<file path="src/ref_rank_pkg.sv">
// Constants, register layouts and carriers for reference ranking and bandwidth mode
package ref_rank_pkg;
  localparam int NUM_REFS = 4;
  localparam logic [11:0] RANK_MASK_OFFSET = 12'h000;
  localparam logic [11:0] MODE_OFFSET = 12'h004;
  localparam logic [11:0] SELECT_OFFSET = 12'h008;
  localparam logic [11:0] STATUS_OFFSET = 12'h00C;
  localparam logic [11:0] IRQ_STATUS_OFFSET = 12'h010;
  localparam logic [11:0] IRQ_MASK_OFFSET = 12'h014;
  localparam int RANK0_LSB = 4;
  localparam int RELOCK_BIT = 15;
  localparam int MANUAL_BW_BIT = 14;
  localparam int BW_SRC_LSB = 12;
  localparam logic [15:0] RANK_MASK_RESET = 16'h0000;
  localparam logic [15:0] MODE_RESET = 16'h8000;
  localparam logic [15:0] MODE_WRITABLE = 16'hF000;
  localparam logic [5:0] RANK_MASK_WRITABLE = 6'h3F;
  localparam logic [1:0] BW_SRC_STATE_MACHINE = 2'h0;
  localparam logic [1:0] BW_SRC_PIN = 2'h1;
  localparam logic [1:0] BW_SRC_MANUAL = 2'h3;
  localparam logic [1:0] SEL_MODE_MANUAL = 2'h0;
  localparam logic [1:0] SEL_MODE_PINS = 2'h1;
  localparam logic [1:0] SEL_MODE_AUTO = 2'h2;
  localparam int EVAL_PERIOD = 16;
  localparam int IRQ_BITS = 3;
  localparam int IRQ_SWITCH = 0;
  localparam int IRQ_LOST = 1;
  localparam int IRQ_UNLOCK = 2;

  typedef struct packed {
    logic [1:0] rank;
    logic [3:0] select_mask;
  } rank_mask_t;

  typedef struct packed {
    logic relock_on_resync;
    logic manual_bandwidth_choice;
    logic [1:0] bandwidth_source_select;
  } mode_t;

  typedef struct packed {
    logic [1:0] selection_mode;
    logic revertive_en;
    logic [1:0] manual_ref;
  } select_cfg_t;

  typedef struct packed {
    logic [2:0] locking_bandwidth_shift;
    logic [4:0] locking_bandwidth_multiplier;
    logic [2:0] tracking_bandwidth_shift;
    logic [4:0] tracking_bandwidth_multiplier;
  } bw_settings_t;

  typedef enum logic [2:0] {
    SEL_IDLE = 3'b001,
    SEL_INITIAL = 3'b010,
    SEL_HOLDING = 3'b100
  } sel_state_t;
endpackage : ref_rank_pkg

</file>
<file path="src/ref_rank_bw_ctrl.sv">
// Reference ranking, selection masks and filter bandwidth source with APB registers
//
// The placing of the registers and the APB slave port were left to the implementer.
`timescale 1ns/10ps
module ref_rank_bw_ctrl #(
  parameter int EVAL_CYCLES = ref_rank_pkg::EVAL_PERIOD
) (
  input wire logic pclk,
  input wire logic presetn,
  input wire logic psel,
  input wire logic penable,
  input wire logic pwrite,
  input wire logic [11:0] paddr,
  input wire logic [31:0] pwdata,
  output logic [31:0] prdata,
  output logic pready,
  output logic pslverr,
  input wire logic [3:0] ref_qualified,
  input wire logic [1:0] ref_sel_pins,
  input wire logic [5:0] other_ranks,
  input wire logic bandwidth_pin,
  input wire logic divider_sync,
  input wire logic lock_detect,
  input wire logic sm_wants_tracking,
  input wire ref_rank_pkg::bw_settings_t bw_settings,
  output logic [1:0] selected_ref,
  output logic ref_valid,
  output logic [3:0] ref_invalid_sts,
  output logic locked,
  output logic [2:0] bw_shift,
  output logic [4:0] bw_mult,
  output logic irq
);
  ref_rank_pkg::rank_mask_t rank_mask_r;
  ref_rank_pkg::mode_t mode_r;
  ref_rank_pkg::select_cfg_t sel_cfg_r;
  ref_rank_pkg::sel_state_t state_r;
  ref_rank_pkg::sel_state_t state_nxt;
  logic [1:0] selected_r;
  logic valid_r;
  logic locked_r;
  logic [3:0] invalid_r;
  logic [2:0] shift_r;
  logic [4:0] mult_r;
  logic [2:0] irq_status_r;
  logic [2:0] irq_mask_r;
  logic [7:0] eval_cnt_r;
  logic [1:0] best_ref;
  logic best_found;
  logic [1:0] rev_ref;
  logic rev_found;
  logic [1:0] next_ref;
  logic next_found;
  logic [1:0] pick_ref;
  logic pick_valid;

  // Decoded bus access, completes in the access phase with no wait state
  wire access = psel && penable;
  wire wr = access && pwrite;
  wire hit_rank = (paddr == ref_rank_pkg::RANK_MASK_OFFSET);
  wire hit_mode = (paddr == ref_rank_pkg::MODE_OFFSET);
  wire hit_sel = (paddr == ref_rank_pkg::SELECT_OFFSET);
  wire hit_stat = (paddr == ref_rank_pkg::STATUS_OFFSET);
  wire hit_irqs = (paddr == ref_rank_pkg::IRQ_STATUS_OFFSET);
  wire hit_irqm = (paddr == ref_rank_pkg::IRQ_MASK_OFFSET);
  wire mapped = hit_rank | hit_mode | hit_sel | hit_stat | hit_irqs | hit_irqm;
  wire eval_tick = (eval_cnt_r == 8'(EVAL_CYCLES - 1));

  // Rank table: reference 0 from this register, others from the other_ranks input
  wire [7:0] ranks = {other_ranks, rank_mask_r.rank};

  // qualify unmasked refs; masked refs never candidates
  wire [3:0] eligible = ref_qualified & ~rank_mask_r.select_mask;

  assign pready = 1'b1;
  assign pslverr = access && !mapped;
  assign selected_ref = selected_r;
  assign ref_valid = valid_r;
  assign ref_invalid_sts = invalid_r;
  assign locked = locked_r;
  assign bw_shift = shift_r;
  assign bw_mult = mult_r;
  assign irq = |(irq_status_r & irq_mask_r);

  // lowest number wins ties; strict compare keeps earlier
  always_comb begin
    best_ref = 2'h0;
    best_found = 1'b0;
    for (int i = 0; i < ref_rank_pkg::NUM_REFS; i++) begin
      if (eligible[i] && (!best_found || ranks[2*i +: 2] < ranks[2*best_ref +: 2])) begin
        best_ref = 2'(i);
        best_found = 1'b1;
      end
    end
  end

  // equal rank never beats the current reference
  always_comb begin
    rev_ref = selected_r;
    rev_found = 1'b0;
    for (int i = 0; i < ref_rank_pkg::NUM_REFS; i++) begin
      if (eligible[i] && ranks[2*i +: 2] < ranks[2*rev_ref +: 2]) begin
        rev_ref = 2'(i);
        rev_found = 1'b1;
      end
    end
  end

  // selection source; reserved mode keeps the current choice
  always_comb begin
    pick_ref = selected_r;
    pick_valid = valid_r;
    case (sel_cfg_r.selection_mode)
      ref_rank_pkg::SEL_MODE_MANUAL: begin
        pick_ref = sel_cfg_r.manual_ref;
        pick_valid = eligible[sel_cfg_r.manual_ref];
      end
      ref_rank_pkg::SEL_MODE_PINS: begin
        pick_ref = ref_sel_pins;
        pick_valid = eligible[ref_sel_pins];
      end
      ref_rank_pkg::SEL_MODE_AUTO: begin
        pick_ref = next_ref;
        pick_valid = next_found;
      end
      default: begin
        pick_ref = selected_r;
        pick_valid = valid_r && eligible[selected_r];
      end
    endcase
  end

  // tie-break by number on the initial choice and on fallback after losing the current reference
  always_comb begin
    state_nxt = state_r;
    next_ref = selected_r;
    next_found = valid_r;
    case (state_r)
      ref_rank_pkg::SEL_IDLE: begin
        state_nxt = ref_rank_pkg::SEL_INITIAL;
      end
      ref_rank_pkg::SEL_INITIAL: begin
        next_ref = best_ref;
        next_found = best_found;
        if (best_found) begin
          state_nxt = ref_rank_pkg::SEL_HOLDING;
        end
      end
      ref_rank_pkg::SEL_HOLDING: begin
        if (!eligible[selected_r]) begin
          // Current lost: fall back to best remaining, or restart
          next_ref = best_ref;
          next_found = best_found;
          if (!best_found) begin
            state_nxt = ref_rank_pkg::SEL_INITIAL;
          end
        end else if (sel_cfg_r.revertive_en && rev_found) begin
          // revertive moves only to strictly better rank
          next_ref = rev_ref;
          next_found = 1'b1;
        end
      end
      default: begin
        state_nxt = ref_rank_pkg::SEL_IDLE;
      end
    endcase
  end

  // Registers written by software
  always_ff @(posedge pclk or negedge presetn) begin
    if (!presetn) begin
      rank_mask_r <= ref_rank_pkg::RANK_MASK_RESET[5:0];
      // relock set, bandwidth by state machine
      mode_r <= ref_rank_pkg::MODE_RESET[15:12];
      sel_cfg_r <= '0;
      irq_mask_r <= '0;
    end else if (wr) begin
      if (hit_rank) begin
        rank_mask_r <= pwdata[5:0] & ref_rank_pkg::RANK_MASK_WRITABLE;
      end
      if (hit_mode) begin
        mode_r <= pwdata[15:12];
      end
      if (hit_sel) begin
        sel_cfg_r <= pwdata[4:0];
      end
      if (hit_irqm) begin
        irq_mask_r <= pwdata[2:0];
      end
    end
  end

  // Evaluation tick keeps switching at a steady, glitch-free pace
  always_ff @(posedge pclk or negedge presetn) begin
    if (!presetn) begin
      eval_cnt_r <= '0;
    end else begin
      eval_cnt_r <= eval_tick ? 8'h00 : eval_cnt_r + 8'h01;
    end
  end

  // selection only changes on the evaluation tick
  always_ff @(posedge pclk or negedge presetn) begin
    if (!presetn) begin
      state_r <= ref_rank_pkg::SEL_IDLE;
      selected_r <= 2'h0;
      valid_r <= 1'b0;
    end else if (eval_tick) begin
      if (sel_cfg_r.selection_mode == ref_rank_pkg::SEL_MODE_AUTO) begin
        state_r <= state_nxt;
      end else begin
        state_r <= ref_rank_pkg::SEL_INITIAL;
      end
      selected_r <= pick_ref;
      valid_r <= pick_valid;
    end else if (!eligible[selected_r]) begin
      // a masked current reference is dropped at once
      valid_r <= 1'b0;
    end
  end

  // masked refs flag invalid regardless of monitors
  always_ff @(posedge pclk or negedge presetn) begin
    if (!presetn) begin
      invalid_r <= 4'hF;
    end else begin
      invalid_r <= ~ref_qualified | rank_mask_r.select_mask;
    end
  end

  // divider sync drops lock while relock set
  always_ff @(posedge pclk or negedge presetn) begin
    if (!presetn) begin
      locked_r <= 1'b0;
    end else if (divider_sync && mode_r.relock_on_resync) begin
      locked_r <= 1'b0;
    end else begin
      locked_r <= lock_detect && valid_r;
    end
  end

  // Bandwidth source: high picks tracking settings
  wire use_tracking =
    (mode_r.bandwidth_source_select == ref_rank_pkg::BW_SRC_STATE_MACHINE) ? sm_wants_tracking :
    (mode_r.bandwidth_source_select == ref_rank_pkg::BW_SRC_PIN) ? bandwidth_pin :
    (mode_r.bandwidth_source_select == ref_rank_pkg::BW_SRC_MANUAL) ?
      mode_r.manual_bandwidth_choice :
    // reserved value falls back to state machine
    sm_wants_tracking;

  always_ff @(posedge pclk or negedge presetn) begin
    if (!presetn) begin
      shift_r <= '0;
      mult_r <= '0;
    end else if (use_tracking) begin
      shift_r <= bw_settings.tracking_bandwidth_shift;
      mult_r <= bw_settings.tracking_bandwidth_multiplier;
    end else begin
      shift_r <= bw_settings.locking_bandwidth_shift;
      mult_r <= bw_settings.locking_bandwidth_multiplier;
    end
  end

  // Sticky events; a set in the clearing cycle wins
  wire [2:0] irq_set = {locked_r & ~(lock_detect & valid_r) | (locked_r & divider_sync &
    mode_r.relock_on_resync), valid_r & ~eligible[selected_r],
    eval_tick & (pick_ref != selected_r) & pick_valid};
  wire [2:0] irq_clr = (wr && hit_irqs) ? pwdata[2:0] : 3'h0;

  always_ff @(posedge pclk or negedge presetn) begin
    if (!presetn) begin
      irq_status_r <= '0;
    end else begin
      irq_status_r <= (irq_status_r & ~irq_clr) | irq_set;
    end
  end

  // Read mux; bit 11 and unused bits read zero
  wire [31:0] mode_rd = {16'h0000, mode_r, 12'h000};
  wire [31:0] rank_rd = {26'h0000000, rank_mask_r};
  wire [31:0] sel_rd = {27'h0000000, sel_cfg_r};
  wire [31:0] stat_rd = {22'h000000, locked_r, valid_r, selected_r, 2'h0, invalid_r};
  wire [31:0] rd_mux = hit_rank ? rank_rd : hit_mode ? mode_rd : hit_sel ? sel_rd :
    hit_stat ? stat_rd : hit_irqs ? {29'h00000000, irq_status_r} :
    hit_irqm ? {29'h00000000, irq_mask_r} : 32'h00000000;

  always_ff @(posedge pclk or negedge presetn) begin
    if (!presetn) begin
      prdata <= '0;
    end else if (psel && !penable && !pwrite) begin
      prdata <= rd_mux;
    end
  end
endmodule : ref_rank_bw_ctrl

</file>
<file path="config.mk">
export PLATFORM = sky130hd
export DESIGN_NAME = ref_rank_bw_ctrl
export DESIGN_NICKNAME = d
export VERILOG_FILES = /design/src/ref_rank_pkg.sv /design/src/ref_rank_bw_ctrl.sv
export SDC_FILE = /design/constraint.sdc
export NUM_CORES = 1
export LEC_CHECK = 0
export BUFFER_PORTS_ARGS = -buffer_cell sky130_fd_sc_hd__buf_4
export CAP_MARGIN = 20
export CORE_ASPECT_RATIO = 0.75
export CORE_UTILIZATION = 47
export DETAILED_ROUTE_END_ITERATION = 6
export PLACE_DENSITY = 0.82
export SYNTH_ARGS = -nofsm -noshare
export SYNTH_HDL_FRONTEND = slang
export SYNTH_SLANG_ARGS = --single-unit
</file>
<file path="constraint.sdc">
create_clock -name pclk -period 8.3 [get_ports pclk]
set_clock_uncertainty 0.2 [all_clocks]
set_input_delay 1.245 -clock pclk [delete_from_list [all_inputs] [get_ports pclk]]
set_output_delay 1.245 -clock pclk [all_outputs]
set_load 0.05 [all_outputs]
</file>
==> Word-level counts from Yosys, hierarchy flattened <==
Cells that the tools add are included.
{ "word_totals": {"ff_bits": 80, "latchBits": 0, "mem_bits_rw": 0, "rom_bits": 0, "in_bits": 81, "output_inout_bits": 51, "n_memories": 0} }
{ "op_classes": {"add_sub_neg": 1, "mul": 0, "div_mod_pow": 0, "magnitude_cmp": 10, "n_eq_ne": 18, "shift": 6, "mux": 50, "bitwise": 23, "n_reduce_logical": 35} }
{ "ops": {"columns": ["cell", "n"], "rows": [
  ["$shiftx 8x4->2", 5],
  ["$mux 16", 2],
  ["$eq 12x4->1 const B", 2],
  ["$eq 12x5->1 const B", 2],
  ["$mux 3", 8],
  ["$mux 1", 20],
  ["$mux 10", 2],
  ["$logic_and 1x1->1", 17],
  ["$mux 2", 8],
  ["$lt 2x2->1", 7],
  ["$eq 12x3->1 const B", 1],
  ["$logic_not 12->1", 1],
  ["$lt 2x3->1 const B", 3],
  ["$ne 3x3->1 const B", 3],
  ["$pmux 3 s3", 1],
  ["$add 8x1->8 const B", 1],
  ["$eq 8x4->1 const B", 1],
  ["$mux 8", 1],
  ["$not 4->4", 2],
  ["$reduce_and 2->1", 4],
  ["$shiftx 8x3->2", 1],
  ["$and 1x1->1", 7],
  ["$and 3x3->3", 2],
  ["$bmux 1 s2", 3],
  ["23 further kinds", 39]
]} }

==> Depth between registers and ports, before layout <==
{ "depth": {"ltp_word": 25, "depth_mapped": 35, "depth_no_buf": 33} }

==> Least setup slack after synthesis <==
No wires, ideal clock.
{ "synth_path": {"kind": "reg2reg", "startpoint": "register selected_r[0] (netlist: selected_ref[0])", "endpoint": "register irq_status_r[0]", "arrival_ps": 7976, "required_time_ps": 8012, "setup_slack_ps": 36, "path_stages_with_launch": 33, "period_less_slack_ps": 8264, "path_cell_list": "dfrtp_1 > buf_1 > clkbuf_1 > mux2i_1 > nor2_1 > a21oi_1 > ha_1 > or4b_4 > o211ai_1 > mux2_2 > ha_1 > or3b_2 > a311oi_4 > o22ai_1 > nand2_1 > a22oi_1 > ha_1 > nor4b_1 > o211a_1 > and3_1 > a211oi_4 > o21ai_2 > nor2_1 > a31oi_1 > o22a_1 > ha_1 > nor3_1 > nor2_1 > a21boi_0 > o31ai_1 > a221o_1 > or3_1 > a41oi_1"} }
{ "synth_via": {"elab_chain_len": 25, "word_cells_on_any_way": 36, "classes_between": "order compare: 4; eq/ne: 1; shift: 4; mux: 18; bitwise: 3; reduce/logical: 6"} }
{ "synth_lines": {"columns": ["element", "line", "rtl"], "rows": [
  ["start: declaration", "ref_rank_bw_ctrl.sv:39", "logic [1:0] selected_r;"],
  ["start signal: assignment", "ref_rank_bw_ctrl.sv:214", "selected_r <= pick_ref;"],
  ["$shiftx 8x4->2", "ref_rank_bw_ctrl.sv:102", "if (eligible[i] && ranks[2*i +: 2] < ranks[2*rev_ref +: 2]) begin"],
  ["$lt 2x2->1", "ref_rank_bw_ctrl.sv:102", null],
  ["$logic_and 1x1->1", "ref_rank_bw_ctrl.sv:102", null],
  ["$mux 2", "ref_rank_bw_ctrl.sv:102", null],
  ["$shiftx 8x4->2", "ref_rank_bw_ctrl.sv:102", null],
  ["$lt 2x2->1", "ref_rank_bw_ctrl.sv:102", null],
  ["$logic_and 1x1->1", "ref_rank_bw_ctrl.sv:102", null],
  ["$mux 2", "ref_rank_bw_ctrl.sv:102", null],
  ["[9 not listed]", null, null],
  ["$mux 2", "ref_rank_bw_ctrl.sv:157", "end else if (sel_cfg_r.revertive_en && rev_found) begin"],
  ["$mux 2", "ref_rank_bw_ctrl.sv:150", "if (!eligible[selected_r]) begin"],
  ["$pmux 2 s2", "ref_rank_bw_ctrl.sv:138", "case (state_r)"],
  ["$pmux 2 s3", "ref_rank_bw_ctrl.sv:113", "case (sel_cfg_r.selection_mode)"],
  ["$ne 2x2->1", "ref_rank_bw_ctrl.sv:267", "eval_tick & (pick_ref != selected_r) & pick_valid};"],
  ["$and 1x1->1", "ref_rank_bw_ctrl.sv:267", null],
  ["$and 1x1->1 (*)", "ref_rank_bw_ctrl.sv:267", null],
  ["$or 3x3->3 (*)", "ref_rank_bw_ctrl.sv:274", "irq_status_r <= (irq_status_r & ~irq_clr) | irq_set;"],
  ["end signal: assignment", "ref_rank_bw_ctrl.sv:274", null],
  ["end: declaration", "ref_rank_bw_ctrl.sv:45", "logic [2:0] irq_status_r;"]
]} }
Every way passes the cells marked *; elsewhere a longest branch is shown, timed or not. The select of a mux whose other input is x is not followed.
A chain may end at the register's enable or synchronous reset.

==> Final worst setup path <==
{ "layout_path": {"startpoint": "input port other_ranks[3]", "endpoint": "register irq_status_r[0]"} }
{ "layout_via": {"elab_chain_len": 25, "word_cells_on_any_way": 46, "classes_between": "order compare: 6; eq/ne: 1; shift: 6; mux: 20; bitwise: 3; reduce/logical: 10"} }
{ "layout_lines": {"columns": ["element", "line", "rtl"], "rows": [
  ["start: declaration", "ref_rank_bw_ctrl.sv:20", "input wire logic [5:0] other_ranks,"],
  ["$shiftx 8x4->2", "ref_rank_bw_ctrl.sv:102", null],
  ["$lt 2x2->1", "ref_rank_bw_ctrl.sv:102", null],
  ["$logic_and 1x1->1", "ref_rank_bw_ctrl.sv:102", null],
  ["$mux 2", "ref_rank_bw_ctrl.sv:102", null],
  ["$shiftx 8x4->2", "ref_rank_bw_ctrl.sv:102", null],
  ["$lt 2x2->1", "ref_rank_bw_ctrl.sv:102", null],
  ["$logic_and 1x1->1", "ref_rank_bw_ctrl.sv:102", null],
  ["$mux 2", "ref_rank_bw_ctrl.sv:102", null],
  ["[9 not listed]", null, null],
  ["$mux 2", "ref_rank_bw_ctrl.sv:157", null],
  ["$mux 2", "ref_rank_bw_ctrl.sv:150", null],
  ["$pmux 2 s2", "ref_rank_bw_ctrl.sv:138", null],
  ["$pmux 2 s3", "ref_rank_bw_ctrl.sv:113", null],
  ["$ne 2x2->1", "ref_rank_bw_ctrl.sv:267", null],
  ["$and 1x1->1", "ref_rank_bw_ctrl.sv:267", null],
  ["$and 1x1->1 (*)", "ref_rank_bw_ctrl.sv:267", null],
  ["$or 3x3->3 (*)", "ref_rank_bw_ctrl.sv:274", null]
]} }
Every way passes the cells marked *; elsewhere a longest branch is shown, timed or not.

==> impl.org <==
** Logic synthesis
- In the synthesized netlist the dominant register cell turns out to be dfrtp_1.
- EDFF count, synth :: 0
- By area the synthesized netlist is led by dfrtp_1 34%, mux2_2 6.6%, nand2_1 4.6%.
- Yosys mapped the design onto 73 distinct sky130hd cell types.
- After synthesis, the mean cell area works out to just over 9 sq um.
- Total number of yosys warnings :: 0
- Cell accounting for the most synthesized area :: dfrtp_1
- Mapped Cells :: 443
- Cell area after technology mapping :: between 4000 and 5000 sq um
- Sequential area share after synthesis :: 0.3824
- Share of the synthesized area in the top cell type :: 0.3438
- Post-synthesis sequential element count :: between 60 and 70
- Async set or reset register ratio after synthesis :: 1.000

** Setup path
- Cell with the largest stage delay on the worst path :: or4b_4
- Capturing element type of the critical path :: register
- Highest net fanout along the worst path :: 5
- Capture point of the worst path :: irq_status_r[0]
- The worst register-to-register path has a depth of 31.
- In this design, the stage delay of the slowest critical-path cell is approximately 0.58 ns.
- Capture point of the worst reg-to-reg path :: irq_status_r[0]
- Worst setup path startpoint :: other_ranks[3]
- Reg2reg start :: selected_ref[0]
- R2r setup slk :: between 0.8 and 0.9 ns
- Required time of the critical path :: 8.33 ns
- Critical path data arrival time :: roughly 7.9 ns
- Startpoint type of the worst setup path :: input pin
- The worst setup path is of the in2reg kind.

** STA
- Relative slew slack :: 0.4831
- For the final routed database, the setup TNS stands at 0 ns.
- Final setup vio count :: 0
- Post-route minimum period :: slightly below 8 ns
- Of the available clock period, the critical path in the final layout requires 0.9460.
- At the pin with the least slew margin, the transition time is slightly below 0.8 ns.
- Peak Freq :: 127.4 MHz
- Tightest hold margin :: about 0.26 ns
- The max-slew violation total from the final report came to 0.
- Final number of hold-violating endpoints :: 0
- Unrepaired setup endpoints after global routing :: false

** Power and ir drop
- Cell internal power was estimated by the tool at between 0.0006 and 0.0007 W.
- The share of total power dissipated in sequential elements is 0.318.
- Share of total power in the clock network :: 0.365
- Switch Pwr :: 0.0003407 W
- Worst IR Drop VDD :: between 0.15 and 0.2 mV
- Power density normalized to cell area :: ~200 nW/um^2
- Summed over all cells, the static leakage comes to 2.490 nW.
- Fraction of power spent switching nets :: 0.3308
- Logic pwr share :: 0.317

** Clocking
- The clock reaches the later pin of the worst-skew pair after around 0.33 ns.
- Hold Buf Count CTS :: 0
- Sink count of the clock tree :: between 60 and 70
- CTS placed an instance of clkbuf_16 at the clock tree root.
- TritonCTS built the clock tree.
- No sink is reached through more buffers than the 2 on the longest clock path.
- Clock buffer count from CTS :: 9
- The H-tree was split into 3 levels.
- Clock-pin slew reported for the worst setup and hold paths after clock tree synthesis :: 0.05 ns

** Die
- Floorplan die area :: a little over 9000 sq um
- The die is ~110 um wide.
- The initialized floorplan defines 29 standard-cell rows.
- Starting density of the core :: 0.4842
- Pin placement for this block handled 132 I/O pins.
- In this run the vertical extent of the chip is ~83 um.
- Core Box Area :: approximately 8400 sq um

** Route
- WL final :: 11.63 mm
- The routed layout has between 3,000 and 4,000 vias.
- Dividing the detail-routed wire length by the instance count gives between 15 and 20 um.
- Number of antenna-violating nets in the routed design :: 0
- Number of detailed-route iterations in the first pass :: 5
- Final routed DRC violation total :: 0
- Vias per std cell :: between 5 and 6
- Number of DRC markers in iteration 0 :: about 340

** Placed design
- Gpl congestion :: around 0.94
- The HPWL after detailed placement is slightly below 9 mm.
- Count of buffers inserted at the top-level ports :: 90

** Global routing
- Global route overflow :: 0
- The via count of the first global-routing pass is approximately 3,700.
- Wire length of the first global-routing pass :: between 15 and 20 mm
- Across every metal layer, demand over resource in global routing totals 0.2751.
- Largest net degree at the start of global routing :: 63
- The initial antenna violation count came to 0.

** Final layout
- For this run, the share of the core covered by cells in the final layout is 0.6173.
- The area growth from synthesis to layout is 27.47%.
- The number of antenna diodes in the final layout is 0.
- At the end of the flow, the number of nets in the layout was around 630.
- Fraction of layout instances using a drive strength above 1 :: 0.3053
- The filler cells instantiated in the layout total around 700.

** Outcome
- Run status :: finished, final reports clean

** Run
- Max_cap viols :: 0

** Hold path
- In this run the worst hold path is classified as reg2reg.
==> stage by stage <==
step,cells,total power (W),setup slack [ns],area [sq um]
detailed placement,639,0.0006447,-0.03903,4861
global placement,639,0.0006374,0.1191,4861
floorplan,460,0.0005428,0.03571,4140
CTS,655,0.001022,0.2464,5162
global route,655,0.001073,0.05724,5196
finish,655,0.001030,0.4479,5196
==> worst max-delay path, delay by kind of cell <==
kind            cells  cell delay [ns]
compound gates     13             2.15
fa+ha+maj           4             0.93
buf+inv             2             0.31
mux                 2             0.57
simple gates       11             2.69
==> how the worst min path moves through the flow <==
stage	endpoint	startpoint	slack, ns	cells past startpoint
after floorplan	eval_cnt_r[0]	eval_cnt_r[0]	0.23	1
after global placement	eval_cnt_r[0]	eval_cnt_r[0]	0.25	1
after detailed placement	eval_cnt_r[0]	eval_cnt_r[0]	0.25	1
after CTS	eval_cnt_r[0]	eval_cnt_r[0]	0.26	1
after global routing	prdata[9]	prdata[9]	0.29	2
final	eval_cnt_r[0]	eval_cnt_r[0]	0.26	1
==> flip-flops by register name, summed over array words and instances, names as in the netlist, 4 cells and up <==
signal / cells
bw_mult: 5
eval_cnt_r: 8
ref_invalid_sts: 4
mode_r: 4
rank_mask_r: 6
prdata: 14
sel_cfg_r: 5
==> cells by family (layout without fill, tap and decap cells) <==
group                      Yosys count  in the layout  synth area share
xor gates and xnor gates             5              5           0.01074
other                                2             19          0.001842
muxes                               39             39            0.1154
and+or+nand+nor                    165            165            0.1992
AOI/OAI and AO/OA                  114            114            0.2041
DFF                                 62             62            0.3824
adders and majority gates            8              8           0.02456
buffers and inverters               48            135           0.06169
==> routing by layer <==
layer  up-vias  GRT usage  share of wire
li1       1816          -              -
met1      1875     0.3525           0.42
met2       199     0.4472           0.47
met3        26    0.07928          0.089
met4         0    0.09467          0.019
met5         -          0              0
==> layout by cell type (no fill, tap or decap), types with 6 or more instances in the layout <==
cell / n
buf_4: 104
dfrtp_1: 56
nand2_1: 50
nor2_1: 41
mux2_2: 24
o21ai_0: 22
conb_1: 19
a21oi_1: 16
nand3_1: 15
inv_1: 14
nor3_1: 13
mux2i_1: 10
clkbuf_16: 9
ha_1: 8
o22ai_1: 6
and3_1: 6
a31oi_1: 6
dfstp_2: 6
==> cell usage after synthesis, types with 3 or more instances <==
cell and number:
o211ai_1 5, ha_1 8, o21ai_0 22, nand3_1 15, dfrtp_1 56, clkbuf_1 12, o21a_1 4, buf_4 19
or3_1 3, nor4_1 4, o22ai_1 7, inv_1 14, a21boi_0 4, a32oi_1 3, o21bai_1 3, mux2i_1 11
mux2_2 24, nand2b_1 4, and2_1 4, a21oi_1 16, nand2_1 50, xor2_1 3, dfstp_2 6, nor3_1 15
mux4_2 4, o31a_1 4, a22o_1 5, nor2b_1 4, and3_1 6, nor2_1 41, a31oi_1 6, nor4b_1 4
==> timing repair <==
item / 4_1_cts / 5_1_grt
buffers inserted: 0 / 0
endpoints found under the setup margin: 0 / 2
resized for setup: 0 / 6
==> power by group through the flow <==
stage | Clock (W) | Sequential (W) | Combinational (W)
after floorplan | 0 | 0.000363 | 0.000180
after global placement | 0 | 0.000331 | 0.000306
after detailed placement | 0 | 0.000332 | 0.000313
after CTS | 0.000381 | 0.000327 | 0.000314
after global routing | 0.000394 | 0.000329 | 0.000351
final | 0.000376 | 0.000327 | 0.000326
==> final cells by class <==
cell class | count | area (sq um) | area share
clock buffers | 12 | 256.5 | 0.04936
clock inverters | 4 | 45.04 | 0.008668
inverters | 15 | 56.30 | 0.01084
multi-input cells | 350 | 2364 | 0.4549
flip-flops and latches | 62 | 1559 | 0.3000
well taps | 108 | 135.1 | 0.02601
repair buffers | 104 | 780.7 | 0.1503
Power figures use the tool's default switching activity.
